`config.mk`:
```
export PLATFORM = sky130hd
export DESIGN_NAME = hcfi_host_fifo
export DESIGN_NICKNAME = d
export VERILOG_FILES = /design/src/hcfi_pkg.sv /design/src/hcfi_host_fifo.sv
export SDC_FILE = /design/constraint.sdc
export NUM_CORES = 1
export LEC_CHECK = 0
export BUFFER_PORTS_ARGS = -buffer_cell sky130_fd_sc_hd__buf_2
export CAP_MARGIN = 20
export CORE_MARGIN = 8
export CORE_UTILIZATION = 29
export CTS_CLUSTER_DIAMETER = 80
export DETAILED_ROUTE_END_ITERATION = 8
export SLEW_MARGIN = 25
export SYNTH_ARGS = -nofsm -noshare
export SYNTH_HDL_FRONTEND = slang
export SYNTH_SLANG_ARGS = --single-unit
```
`constraint.sdc`:
```
create_clock -name clk -period 5.05 [get_ports clk]
set_input_delay 0 -clock clk [delete_from_list [all_inputs] [get_ports clk]]
set_output_delay 0 -clock clk [all_outputs]
set_load 0.02 [all_outputs]
```
`src/hcfi_pkg.sv`:
```
/*
 * hcfi_pkg: constants and types shared by the host command fifo interface.
 * assumes a single 250 MHz device clock and an asynchronous active-low reset.
 */
package hcfi_pkg;

    // ****************************************************************
    // widths and sizes
    // ****************************************************************
    localparam int unsigned HCFI_DATA_W = 16;
    localparam int unsigned HCFI_ADDR_W = 6;
    localparam int unsigned HCFI_REG_W = 5;
    localparam int unsigned HCFI_PC_W = 10;
    localparam int unsigned HCFI_STAT_W = 12;
    localparam int unsigned HCFI_FIFO_DEPTH = 16;

    // ****************************************************************
    // host address decode
    // ****************************************************************
    localparam int unsigned HCFI_TAG_BIT = 5;
    localparam logic [HCFI_REG_W-1:0] HCFI_CODE_FIFO_RESET = 5'h04;
    localparam logic [HCFI_REG_W-1:0] HCFI_CODE_STAT_RESET = 5'h03;
    localparam logic [HCFI_REG_W-1:0] HCFI_CODE_RD_PC = 5'h02;
    localparam logic [HCFI_REG_W-1:0] HCFI_CODE_RD_STATUS = 5'h01;
    localparam logic [HCFI_REG_W-1:0] HCFI_CODE_RD_DATA_OUT = 5'h00;

    // ****************************************************************
    // status register bit positions
    // ****************************************************************
    localparam int unsigned HCFI_ST_SECURITY = 11;
    localparam int unsigned HCFI_ST_FIFO_EXCEPTION = 9;
    localparam int unsigned HCFI_ST_INPUT_READY = 8;
    localparam int unsigned HCFI_ST_CARRY = 7;
    localparam int unsigned HCFI_ST_ZERO = 6;
    localparam int unsigned HCFI_ST_OVERFLOW = 5;
    localparam int unsigned HCFI_ST_SIGN = 4;
    localparam int unsigned HCFI_ST_STACK_FULL = 3;
    localparam int unsigned HCFI_ST_BREAKPOINT = 2;
    localparam int unsigned HCFI_ST_BLOCK_ZERO = 1;
    localparam int unsigned HCFI_ST_ADDR_ONES = 0;
    localparam logic [HCFI_STAT_W-1:0] HCFI_STAT_RESET = 12'h000;

    // ****************************************************************
    // carriers
    // ****************************************************************
    // one fifo entry: tag high means command
    typedef struct packed {
        logic is_cmd;
        logic [HCFI_REG_W-1:0] reg_sel;
        logic [HCFI_DATA_W-1:0] data;
    } hcfi_entry_t;

    localparam int unsigned HCFI_ENTRY_W = $bits(hcfi_entry_t);

    // cpu result flags, in status order carry, zero, overflow, sign
    typedef struct packed {
        logic carry;
        logic zero;
        logic overflow;
        logic sign;
    } hcfi_cpu_flags_t;

    // event flags raised by program execution
    typedef struct packed {
        logic stack_full;
        logic breakpoint;
        logic block_zero;
        logic addr_ones;
    } hcfi_prog_events_t;

endpackage

```
`src/hcfi_host_fifo.sv`:
```
/*
 * hcfi_host_fifo: host side of the command/data fifo, the status register
 * and the host read mux, plus the fifo buffer module it uses.
 * assumes host strobes and buses are asynchronous to clk and are held
 * for at least three clk periods; program side signals are on clk.
 */
`timescale 1ns/1ns


// ********************************************************************
// fifo buffer
// ********************************************************************
module hcfi_fifo #(
    parameter int unsigned WIDTH = 22,
    parameter int unsigned DEPTH = 16
) (
    // clock and reset
    input wire logic clk,
    input wire logic resetn,
    // flush
    input wire logic flush,
    // fill side
    input wire logic in_valid,
    output logic in_ready,
    input wire logic [WIDTH-1:0] in_data,
    // drain side
    output logic out_valid,
    input wire logic out_ready,
    output logic [WIDTH-1:0] out_data
);
    localparam int unsigned PW = $clog2(DEPTH);

    typedef struct packed {
        logic [DEPTH-1:0][WIDTH-1:0] mem;
        logic [PW-1:0] wr_ptr;
        logic [PW-1:0] rd_ptr;
        logic [PW:0] count;
    } hcfi_fifo_state_t;

    hcfi_fifo_state_t state;
    hcfi_fifo_state_t next_state;
    logic push;
    logic pop;

    // honest flags straight from the occupancy count
    assign in_ready = (state.count != (PW+1)'(DEPTH));
    assign out_valid = (state.count != '0);
    assign out_data = state.mem[state.rd_ptr];
    assign push = in_valid && in_ready;
    assign pop = out_valid && out_ready;

    // pointer and count update; flush wins over a same-cycle push or pop
    always_comb begin
        next_state = state;
        if (push) begin
            next_state.mem[state.wr_ptr] = in_data;
            next_state.wr_ptr = state.wr_ptr + 1'b1;
        end
        if (pop) begin
            next_state.rd_ptr = state.rd_ptr + 1'b1;
        end
        if (push && !pop) begin
            next_state.count = state.count + 1'b1;
        end else if (pop && !push) begin
            next_state.count = state.count - 1'b1;
        end
        if (flush) begin
            next_state.wr_ptr = '0;
            next_state.rd_ptr = '0;
            next_state.count = '0;
        end
    end

    // storage register
    always_ff @(posedge clk or negedge resetn) begin
        if (!resetn) begin
            state <= '0;
        end else begin
            state <= next_state;
        end
    end
endmodule // hcfi_fifo

// ********************************************************************
// host interface top
// ********************************************************************
module hcfi_host_fifo (
    // clock and reset
    input wire logic clk,
    input wire logic resetn,
    // host pins
    input wire logic cs_n,
    input wire logic rd_n,
    input wire logic wr_n,
    input wire logic [hcfi_pkg::HCFI_ADDR_W-1:0] host_addr_bus,
    input wire logic [hcfi_pkg::HCFI_DATA_W-1:0] host_data_bus_in,
    output logic [hcfi_pkg::HCFI_DATA_W-1:0] host_data_bus_out,
    output logic host_data_bus_oe,
    // mode
    input wire logic standalone_mode,
    // program side fifo access
    input wire logic fifo_to_register_instr,
    input wire logic jump_call_fifo_instr,
    output logic fifo_cmd_tag_cond,
    output logic fifo_output_ready,
    output logic fifo_input_ready,
    output logic [hcfi_pkg::HCFI_PC_W-1:0] fifo_branch_addr,
    output logic [hcfi_pkg::HCFI_REG_W-1:0] fifo_reg_sel,
    output logic [hcfi_pkg::HCFI_DATA_W-1:0] fifo_data,
    output logic fifo_reg_load,
    output logic fifo_branch_take,
    // data input and output registers
    output logic [hcfi_pkg::HCFI_DATA_W-1:0] data_in_reg,
    input wire logic data_out_load,
    input wire logic [hcfi_pkg::HCFI_DATA_W-1:0] data_out_value,
    // status sources
    input wire logic [hcfi_pkg::HCFI_PC_W-1:0] program_counter,
    input wire logic cpu_flags_update,
    input wire hcfi_pkg::hcfi_cpu_flags_t cpu_flags,
    input wire hcfi_pkg::hcfi_prog_events_t prog_events,
    input wire logic security_active_flag,
    output logic [hcfi_pkg::HCFI_STAT_W-1:0] host_status_flags,
    // interrupt requests and their enables
    input wire logic interrupt_level_five_enable,
    input wire logic interrupt_level_seven_full_enable,
    input wire logic interrupt_level_seven_exc_enable,
    output logic interrupt_level_five,
    output logic interrupt_level_seven
);
    import hcfi_pkg::*;

    typedef struct packed {
        // two-flop synchronisers on each raw pin, then a third stage for edge detect
        logic cs_s1;
        logic cs_s2;
        logic rdp_s1;
        logic rdp_s2;
        logic wrp_s1;
        logic wrp_s2;
        logic wr_s3;
        logic rd_s3;
        logic [HCFI_ADDR_W-1:0] addr_s1;
        logic [HCFI_ADDR_W-1:0] addr_s2;
        logic [HCFI_DATA_W-1:0] data_s1;
        logic [HCFI_DATA_W-1:0] data_s2;
        // host capture
        logic [HCFI_ADDR_W-1:0] cap_addr;
        logic [HCFI_DATA_W-1:0] dir;
        // registers seen by the host
        logic [HCFI_DATA_W-1:0] host_data_out_reg;
        logic [HCFI_DATA_W-1:0] rd_data;
        logic rd_oe;
        // status register storage
        logic fifo_exception;
        hcfi_cpu_flags_t flags;
        hcfi_prog_events_t events;
    } hcfi_state_t;

    hcfi_state_t state;
    hcfi_state_t next_state;

    logic wr_strobe;
    logic rd_strobe;
    logic wr_done;
    logic rd_start;
    logic rd_decodable;
    logic fifo_flush;
    logic stat_clear;
    logic push_valid;
    logic push_ready;
    logic head_valid;
    logic pop;
    logic exc_event;
    hcfi_entry_t push_entry;
    hcfi_entry_t head;
    logic [HCFI_STAT_W-1:0] status_word;

    // ****************************************************************
    // host cycle decode
    // ****************************************************************
    // each pin is synchronised alone first, so skew between pins cannot glitch a strobe
    assign wr_strobe = !state.cs_s2 && !state.wrp_s2 && state.rdp_s2;
    assign rd_strobe = !state.cs_s2 && !state.rdp_s2 && state.wrp_s2;
    assign wr_done = state.wr_s3 && !wr_strobe;
    assign rd_start = rd_strobe && !state.rd_s3;
    assign rd_decodable = !state.addr_s2[HCFI_TAG_BIT];
    // control reads act once per host cycle, at its synchronised start
    assign fifo_flush = rd_start && rd_decodable
        && (state.addr_s2[HCFI_REG_W-1:0] == HCFI_CODE_FIFO_RESET);
    assign stat_clear = rd_start && rd_decodable
        && (state.addr_s2[HCFI_REG_W-1:0] == HCFI_CODE_STAT_RESET);

    // entry built from the address and data held at the write's release
    always_comb begin
        push_entry.is_cmd = state.cap_addr[HCFI_TAG_BIT];
        push_entry.reg_sel = state.cap_addr[HCFI_REG_W-1:0];
        push_entry.data = state.dir;
    end
    // a write while full is dropped; the host is expected to poll input-ready
    assign push_valid = wr_done && !standalone_mode;

    // ****************************************************************
    // fifo and program side
    // ****************************************************************
    hcfi_fifo #(
        .WIDTH(HCFI_ENTRY_W),
        .DEPTH(HCFI_FIFO_DEPTH)
    ) u_fifo (
        .clk(clk),
        .resetn(resetn),
        .flush(fifo_flush),
        .in_valid(push_valid),
        .in_ready(push_ready),
        .in_data(push_entry),
        .out_valid(head_valid),
        .out_ready(pop),
        .out_data(head)
    );

    // either instruction consumes the head; a tag mismatch is an exception
    assign pop = head_valid && (fifo_to_register_instr || jump_call_fifo_instr);
    assign exc_event = head_valid
        && ((fifo_to_register_instr && head.is_cmd)
        || (jump_call_fifo_instr && !head.is_cmd));
    assign fifo_reg_load = head_valid && fifo_to_register_instr && !head.is_cmd;
    assign fifo_branch_take = head_valid && jump_call_fifo_instr && head.is_cmd;
    assign fifo_branch_addr = head.data[HCFI_PC_W-1:0];
    assign fifo_reg_sel = head.reg_sel;
    assign fifo_data = head.data;
    assign fifo_cmd_tag_cond = head_valid && head.is_cmd;
    assign fifo_output_ready = head_valid;
    assign fifo_input_ready = push_ready;
    assign data_in_reg = state.dir;

    // interrupt requests are levels; masking leaves the poll flag intact
    assign interrupt_level_five = interrupt_level_five_enable && head_valid;
    assign interrupt_level_seven = (interrupt_level_seven_full_enable && !push_ready)
        || (interrupt_level_seven_exc_enable && state.fifo_exception);

    // ****************************************************************
    // status register assembly
    // ****************************************************************
    always_comb begin
        status_word = HCFI_STAT_RESET;
        status_word[HCFI_ST_SECURITY] = security_active_flag;
        status_word[HCFI_ST_FIFO_EXCEPTION] = state.fifo_exception;
        status_word[HCFI_ST_INPUT_READY] = push_ready;
        status_word[HCFI_ST_CARRY] = state.flags.carry;
        status_word[HCFI_ST_ZERO] = state.flags.zero;
        status_word[HCFI_ST_OVERFLOW] = state.flags.overflow;
        status_word[HCFI_ST_SIGN] = state.flags.sign;
        status_word[HCFI_ST_STACK_FULL] = state.events.stack_full;
        status_word[HCFI_ST_BREAKPOINT] = state.events.breakpoint;
        status_word[HCFI_ST_BLOCK_ZERO] = state.events.block_zero;
        status_word[HCFI_ST_ADDR_ONES] = state.events.addr_ones;
    end
    assign host_status_flags = status_word;

    // ****************************************************************
    // next state
    // ****************************************************************
    always_comb begin
        next_state = state;
        // synchronisers
        next_state.cs_s1 = cs_n;
        next_state.cs_s2 = state.cs_s1;
        next_state.rdp_s1 = rd_n;
        next_state.rdp_s2 = state.rdp_s1;
        next_state.wrp_s1 = wr_n;
        next_state.wrp_s2 = state.wrp_s1;
        next_state.wr_s3 = wr_strobe;
        next_state.rd_s3 = rd_strobe;
        next_state.addr_s1 = host_addr_bus;
        next_state.addr_s2 = state.addr_s1;
        next_state.data_s1 = host_data_bus_in;
        next_state.data_s2 = state.data_s1;
        // track bus contents while the write is active; the last sample wins
        if (wr_strobe) begin
            next_state.cap_addr = state.addr_s2;
            next_state.dir = state.data_s2;
        end
        // data output register loaded by the program
        if (data_out_load) begin
            next_state.host_data_out_reg = data_out_value;
        end
        // read mux, refreshed each cycle of an active read
        next_state.rd_oe = rd_strobe && rd_decodable
            && (state.addr_s2[HCFI_REG_W-1:0] <= HCFI_CODE_RD_PC);
        case (state.addr_s2[HCFI_REG_W-1:0])
            HCFI_CODE_RD_PC: begin
                next_state.rd_data = HCFI_DATA_W'(program_counter);
            end
            HCFI_CODE_RD_STATUS: begin
                next_state.rd_data = HCFI_DATA_W'(status_word);
            end
            HCFI_CODE_RD_DATA_OUT: begin
                next_state.rd_data = state.host_data_out_reg;
            end
            default: begin
                next_state.rd_data = '0;
            end
        endcase
        // host clear first, so a same-cycle set from the program wins
        if (stat_clear) begin
            next_state.fifo_exception = 1'b0;
            next_state.flags = '0;
            next_state.events = '0;
        end
        if (exc_event) begin
            next_state.fifo_exception = 1'b1;
        end
        if (cpu_flags_update) begin
            next_state.flags = cpu_flags;
        end
        next_state.events = next_state.events | prog_events;
    end

    // ****************************************************************
    // state register
    // ****************************************************************
    // all status flags but the security bit latch on the rising clock edge
    always_ff @(posedge clk or negedge resetn) begin
        if (!resetn) begin
            state <= '0;
        end else begin
            state <= next_state;
        end
    end

    assign host_data_bus_out = state.rd_data;
    assign host_data_bus_oe = state.rd_oe;
endmodule // hcfi_host_fifo

```
Word level (Yosys, flattened, before mapping) --
Index checks and enable logic that the tools add are counted.
Storage, ports and cells: bits in registers 481, bits of input ports 70
Cells by class: $add $sub $neg 4, magnitude comparators 4, equal/unequal tests 5, muxes and demuxes 14, bitwise logic cells 1, reductions and logical operators 50
Operators by type and width (number):
- bitwise mux 352 bit | 1
- binary-select mux 22 bit (select 4 bit) | 1
- demux 22 bit (select 4 bit) | 1
- case mux 16 bit (3 select lines) | 1
- two-way mux 22 bit | 2
- logical AND 1 bit | 29
- two-way mux 13 bit | 1
- two-way mux 4 bit | 3
- zero test 1 bit | 11
- equality test 5 x 2 -> 1 bit, second input constant | 2
- less-than comparator 4 x 5 -> 1 bit, second input constant | 2
- two-way mux 5 bit | 2
- two-way mux 9 bit | 1
- adder 4 x 1 -> 4 bit, second input constant | 2
- nonzero test 2 bit | 4
- adder 5 x 1 -> 5 bit, second input constant | 1
- equality test 5 x 1 -> 1 bit, second input constant | 1
- equality test 5 x 3 -> 1 bit, second input constant | 1
- <= comparator 5 x 2 -> 1 bit, second input constant | 1
- zero test 5 bit | 1
- != test 5 bit, second input constant | 1
- nonzero test 5 bit | 1
- subtractor 5 x 1 -> 5 bit, second input constant | 1
- greater-or-equal comparator 4 x 1 -> 1 bit, second input constant | 1
- 4 further kinds | 6

Longest topological paths before layout --
depth after elaboration 12, gate-level depth with buffers 11

By module --
From an unflattened synthesis, not the netlist that was laid out.
Second synthesis, totals: cell total of the unflattened synthesis 1375, area, all modules 21578.2 um^2
By module, submodules not included:
- hcfi_fifo | times used 1, cells each 1072, area each 17186.5 um^2, seq. area each 9133.8 um^2
- hcfi_host_fifo | times used 1, cells each 303, area each 4391.7 um^2, seq. area each 2902.8 um^2

Worst setup path before layout --
No wires, ideal clock.
path kind reg2reg, start point register u_fifo.state[1] in the netlist's numbering, end point register u_fifo.state[4] in the netlist's numbering, setup time 0.078 ns, data arrival time 2.781 ns, data required time 4.972 ns, path slack 2.190 ns, cell stages (with the launch flop) 10, buffers on the path 0, clock period less this slack 2.860 ns, cell sequence dfrtp_1 -> or4_1 -> o22ai_1 -> nand2_1 -> ha_1 -> nor2b_1 -> o21a_1 -> or4_1 -> a21o_1 -> a21oi_1
Between the ends: cells in the longest elaborated chain, start to end 7, elaborated cells on any way between the ends 15, classes of those cells 2 x add/sub; 1 x eq/ne; 3 x mux; 9 x reduce/logical
RTL lines:
- from (decl) | line hcfi_host_fifo.sv:40 | hcfi_fifo_state_t state;
- from (signal assigned) | line hcfi_host_fifo.sv:79 | state <= next_state;
- branches (longest 7 deep; another with subtractor 5 x 1 -> 5 bit)
Several ways; the timed one is not identified. The select of a mux whose other input is x is not followed. A chain may end at the register's enable or synchronous reset.

Final worst setup path --
start point register u_fifo.state[5] in the netlist's numbering, end point output port fifo_data[0] in the netlist's numbering
Between the ends: cells in the longest elaborated chain, start to end 2
RTL lines:
- binary-select mux 22 bit (select 4 bit) | line hcfi_host_fifo.sv:48 | assign out_data = state.mem[state.rd_ptr];
- two-way mux 22 bit (implied by the code) | line hcfi_host_fifo.sv:48
- to (decl) | line hcfi_host_fifo.sv:109 | output logic [hcfi_pkg::HCFI_DATA_W-1:0] fifo_data,
No other way between the ends. The select of a mux whose other input is x is not followed.

==> results.txt <==
The worst-skew pair later-pin latency is 0.60 ns. Traced cell by cell, the critical path runs through buf_4, mux4_2, mux4_2, buf_2. The count of nets left with antenna violations once routing finished came out at 0. The run finished with clean final reports. The via count normalized by instance count came out at 4.66.

In the synthesized netlist the dominant register cell turns out to be sky130_fd_sc_hd__dfrtp_1. The total of flip-flops plus latches after synthesis is 481. Across every metal layer, demand over resource in global routing totals between 10% and 20%. met2 is the most crowded layer. The number of buffers added to fix hold violations after cts came out at 88. The die is 292 um tall. In this run the worst setup path begins at u_fifo.state[5]$_DFFE_PN0P_. The cell area after technology mapping is between 0.02 and 0.025 mm2.

The area inside the core boundary is between 0.07 and 0.08 mm2. The TritonCTS buffer count is 50. The logic gate share of total power is 24.5%. The synthesized net count is 1386. Routability-driven placement finished with a final weighted congestion of between 0.7 and 0.8.

The routed wirelength normalized by instance count is 20.9 um. Before antenna repair, the detailed router went through 5 iterations. The critical path's largest stage delay came out at 0.86 ns.

The number of clock sinks came out at 481. Compared with the post-synthesis result, the final layout area differs by 16.8%. Measured along the x axis, the die boundary spans 292 um. STA classifies the critical path endpoint as a primary output. The post-CTS resize count came out at 0. The die area is 0.0853 mm2. The fill cell total of the finished layout is 7125. The portion of the clock cycle consumed by the worst path in the final layout is between 60% and 70%. The number of placement rows came out at 101. The worst setup path is of the register to primary output kind. The worst-case vdd ir drop is 0.000279 V. Each instance of the synthesized netlist takes up on average about 17 um2.

For this run, design rule violations remaining after detail routing come to 0. The wire length reported by the detailed router is 51900 um. The remaining max-slew budget at the tightest pin is a little over a third. Setup repair after global routing left no endpoint under its margin. The share of layout cells above drive strength 1 is 49.7%. The library cell used most frequently in the layout, excluding fill and tap cells, is sky130_fd_sc_hd__dfrtp_1. The Yosys warning count came out at 0.

The clock network burns 31.2% of the power. The final hold violation count came out at 0. The boundary pin count is roughly 150. After layout, the design draws a total of 12.0 mW. The fraction of power spent switching nets is 29.7%. The critical path startpoint category is a register. Global routing finished with a remaining overflow of 0.

The flip-flop count of the largest register, all copies and words added came out at 365. The initial antenna violation count came out at 1. The clock passes through at most 3 buffers. The number of enable flip-flop cells after synthesis is 0. Dividing total power by cell area gives a power density of around 470 mW/mm2. In this run the clock root is driven by a sky130_fd_sc_hd__clkbuf_16.

By instance count, the cell type seen most on the critical path is sky130_fd_sc_hd__mux4_2. The standby leakage power came out at 12.6 nW. The largest individual stage delay along the critical path comes from the cell sky130_fd_sc_hd__dfrtp_4. The clock period could shrink to approximately 3.4 ns.

The setup TNS is 0 ns. The proportion of synthesized flip-flops having asynchronous set or reset is 100%. The data arrival time at the worst-slack endpoint came out at 3.41 ns. In the synthesized netlist, the number of instances is 1307. The number of H-tree levels came out at 2. The met1 routing resource usage after global routing came out at 16.0%.

The first-pass GRT wire length came out at 81500 um. Clock-pin slew was measured on the worst setup and hold paths at roughly 0.060 ns. The standard cell area after detailed placement came out at about 0.023 mm2. The first routing iteration left 666 violations.

The count of input and output buffers came out at 151. The layout net count is between 1.5k and 2k. Data on the critical path is required at its endpoint by 5.05 ns. The tool flagged a number of max-cap violations equal to 0. The net load switching power is 3.56 mW. In this run the critical register-to-register path is launched from state[112]$_DFF_PN0_. The synthesized design spends more area on one cell type than any other, namely sky130_fd_sc_hd__dfrtp_1. In this run the worst path has a maximum fanout of 31.

In the layout the commonest cells are 478 x sky130_fd_sc_hd__dfrtp_1, 240 x sky130_fd_sc_hd__mux2_4, 150 x sky130_fd_sc_hd__buf_2. The number of setup buffers added after CTS came out at 0. The clock tree from TritonCTS is yes. Across the routed clock network, the largest skew measured is 0.0333 ns. The number of distinct standard cells referenced by the synthesized netlist is 50. The internal power contribution is between 8 and 9 mW. More flip-flops sit in one register than any other, and that register is u_fifo.state. The worst hold margin is 0.0267 ns.

The final route contains 11.6k vias. The number of cells on the worst reg-to-reg path is 11. In the post-synthesis netlist, the biggest area contributors are sky130_fd_sc_hd__dfrtp_1 54%, sky130_fd_sc_hd__mux2_4 16%, sky130_fd_sc_hd__mux4_2 11%, sky130_fd_sc_hd__mux2_2 6.6%, sky130_fd_sc_hd__buf_4 2.0%. The final non-filler cell area came out at between 0.02 and 0.03 mm2. The met2 global-route usage came out at 20.2%. The final-report setup violation count is 0. Detailed placement finished with a half-perimeter wire length of 30700 um.

The max-slew violation total from the final report is 0. Summed over its instances, the top area cell type makes up 54.5% of the synthesized netlist area. Timing would allow up to a little under 300 MHz. The share of synthesized area occupied by flip-flops and latches came out at 54.5%. Of the total power, registers draw 44.3%. The effective utilization at floorplan is ~29%. The number of global-route vias before repair was about 13k. For the pin with the worst max-slew slack, the measured transition is 0.967 ns. The pin count of the biggest net entering global routing is around 130. The global-route met3 utilization came out at 2.19%. The tightest min-delay check is of the input port to asynchronous set/reset pin type.
routing by layer:
| layer | vias up | share of wire [%] |
|---|---|---|
| li1 | 5010 | - |
| met1 | 6274 | 44 |
| met2 | 218 | 49 |
| met3 | 79 | 4.5 |
| met4 | 0 | 2.4 |
| met5 | - | 0 |
synth_stat cells, drive strengths merged, types with 2 or more instances:
cell type	number
mux2	391
nor3b	2
nor4	2
dfrtp	481
and2	8
buf	106
o21ai	4
a21o	6
inv	7
mux2i	15
ha	8
a21oi	14
nor2	38
clkbuf	42
nand2	21
o211ai	2
nor3	4
nand4	3
or4	2
nor2b	5
nand3	14
xnor2	5
xor2	4
and3	3
mux4	109
worst paths after layout:
kind,to,slack (ns)
worst max register to register,u_fifo.state[4]$_DFFE_PN0P_,1.68
worst min-delay path,u_fifo.state[87]$_DFFE_PN0P_,0.03
min in group clk,next_state[97]$_DFF_PN0_,0.05
worst max-delay path,fifo_data[0],1.64
worst min register to register,state[96]$_DFF_PN0_,0.35
max in group asynchronous,u_fifo.state[324]$_DFFE_PN0P_,3.63
critical path, delay by kind of cell, from the launching register on:
family | cells | cell delay [ns]
muxes | 2 | 1.15
buffers and inverters | 2 | 0.75
DFF | 1 | 0.86
final cells by class:
| class | count | area, um2 | share of cell area (%) |
|---|---|---|---|
| clock inverter | 21 | 255 | 0.990 |
| antenna | 1 | 2.50 | 0.00970 |
| sequential | 481 | 12000 | 46.7 |
| tap | 978 | 1220 | 4.74 |
| inverter | 7 | 26.3 | 0.102 |
| multi-input combinational | 671 | 9030 | 35.0 |
| clock buffer | 70 | 1400 | 5.41 |
| timing repair buffer | 255 | 1800 | 7.00 |
metrics by stage:
stage / setup slack (ns) / std cells / util, %
detailed placement: 1.71 / 2304 / 30.7
global route: 1.43 / 2484 / 34.1
floorplan: 2.19 / 1307 / -
global placement: 1.74 / 2304 / 30.7
finish: 1.64 / 2484 / 34.1
CTS: 1.52 / 2483 / 34.1
cells by family after synthesis:
kind of cell / Yosys count / synth area share (%)
multiplexers: 515 / 35.8
flip-flops: 481 / 54.5
buffers and inverters: 155 / 4.66
AND/OR/NAND/NOR: 105 / 3.11
AO/OA/AOI/OAI: 32 / 0.986
adder cells (fa/ha/maj): 9 / 0.544
XOR/XNOR: 9 / 0.391
other: 1 / 0.0170
power by group through the flow:
stage / clock network [mW] / registers [mW] / logic [mW]
floorplan: 0 / 4.84 / 2.62
global placement: 0 / 5.34 / 2.88
detailed placement: 0 / 5.39 / 2.93
CTS: 3.84 / 5.34 / 3.00
global route: 3.99 / 5.44 / 3.15
finish: 3.74 / 5.32 / 2.94
No activity file was read; power rests on OpenSTA's default activity.
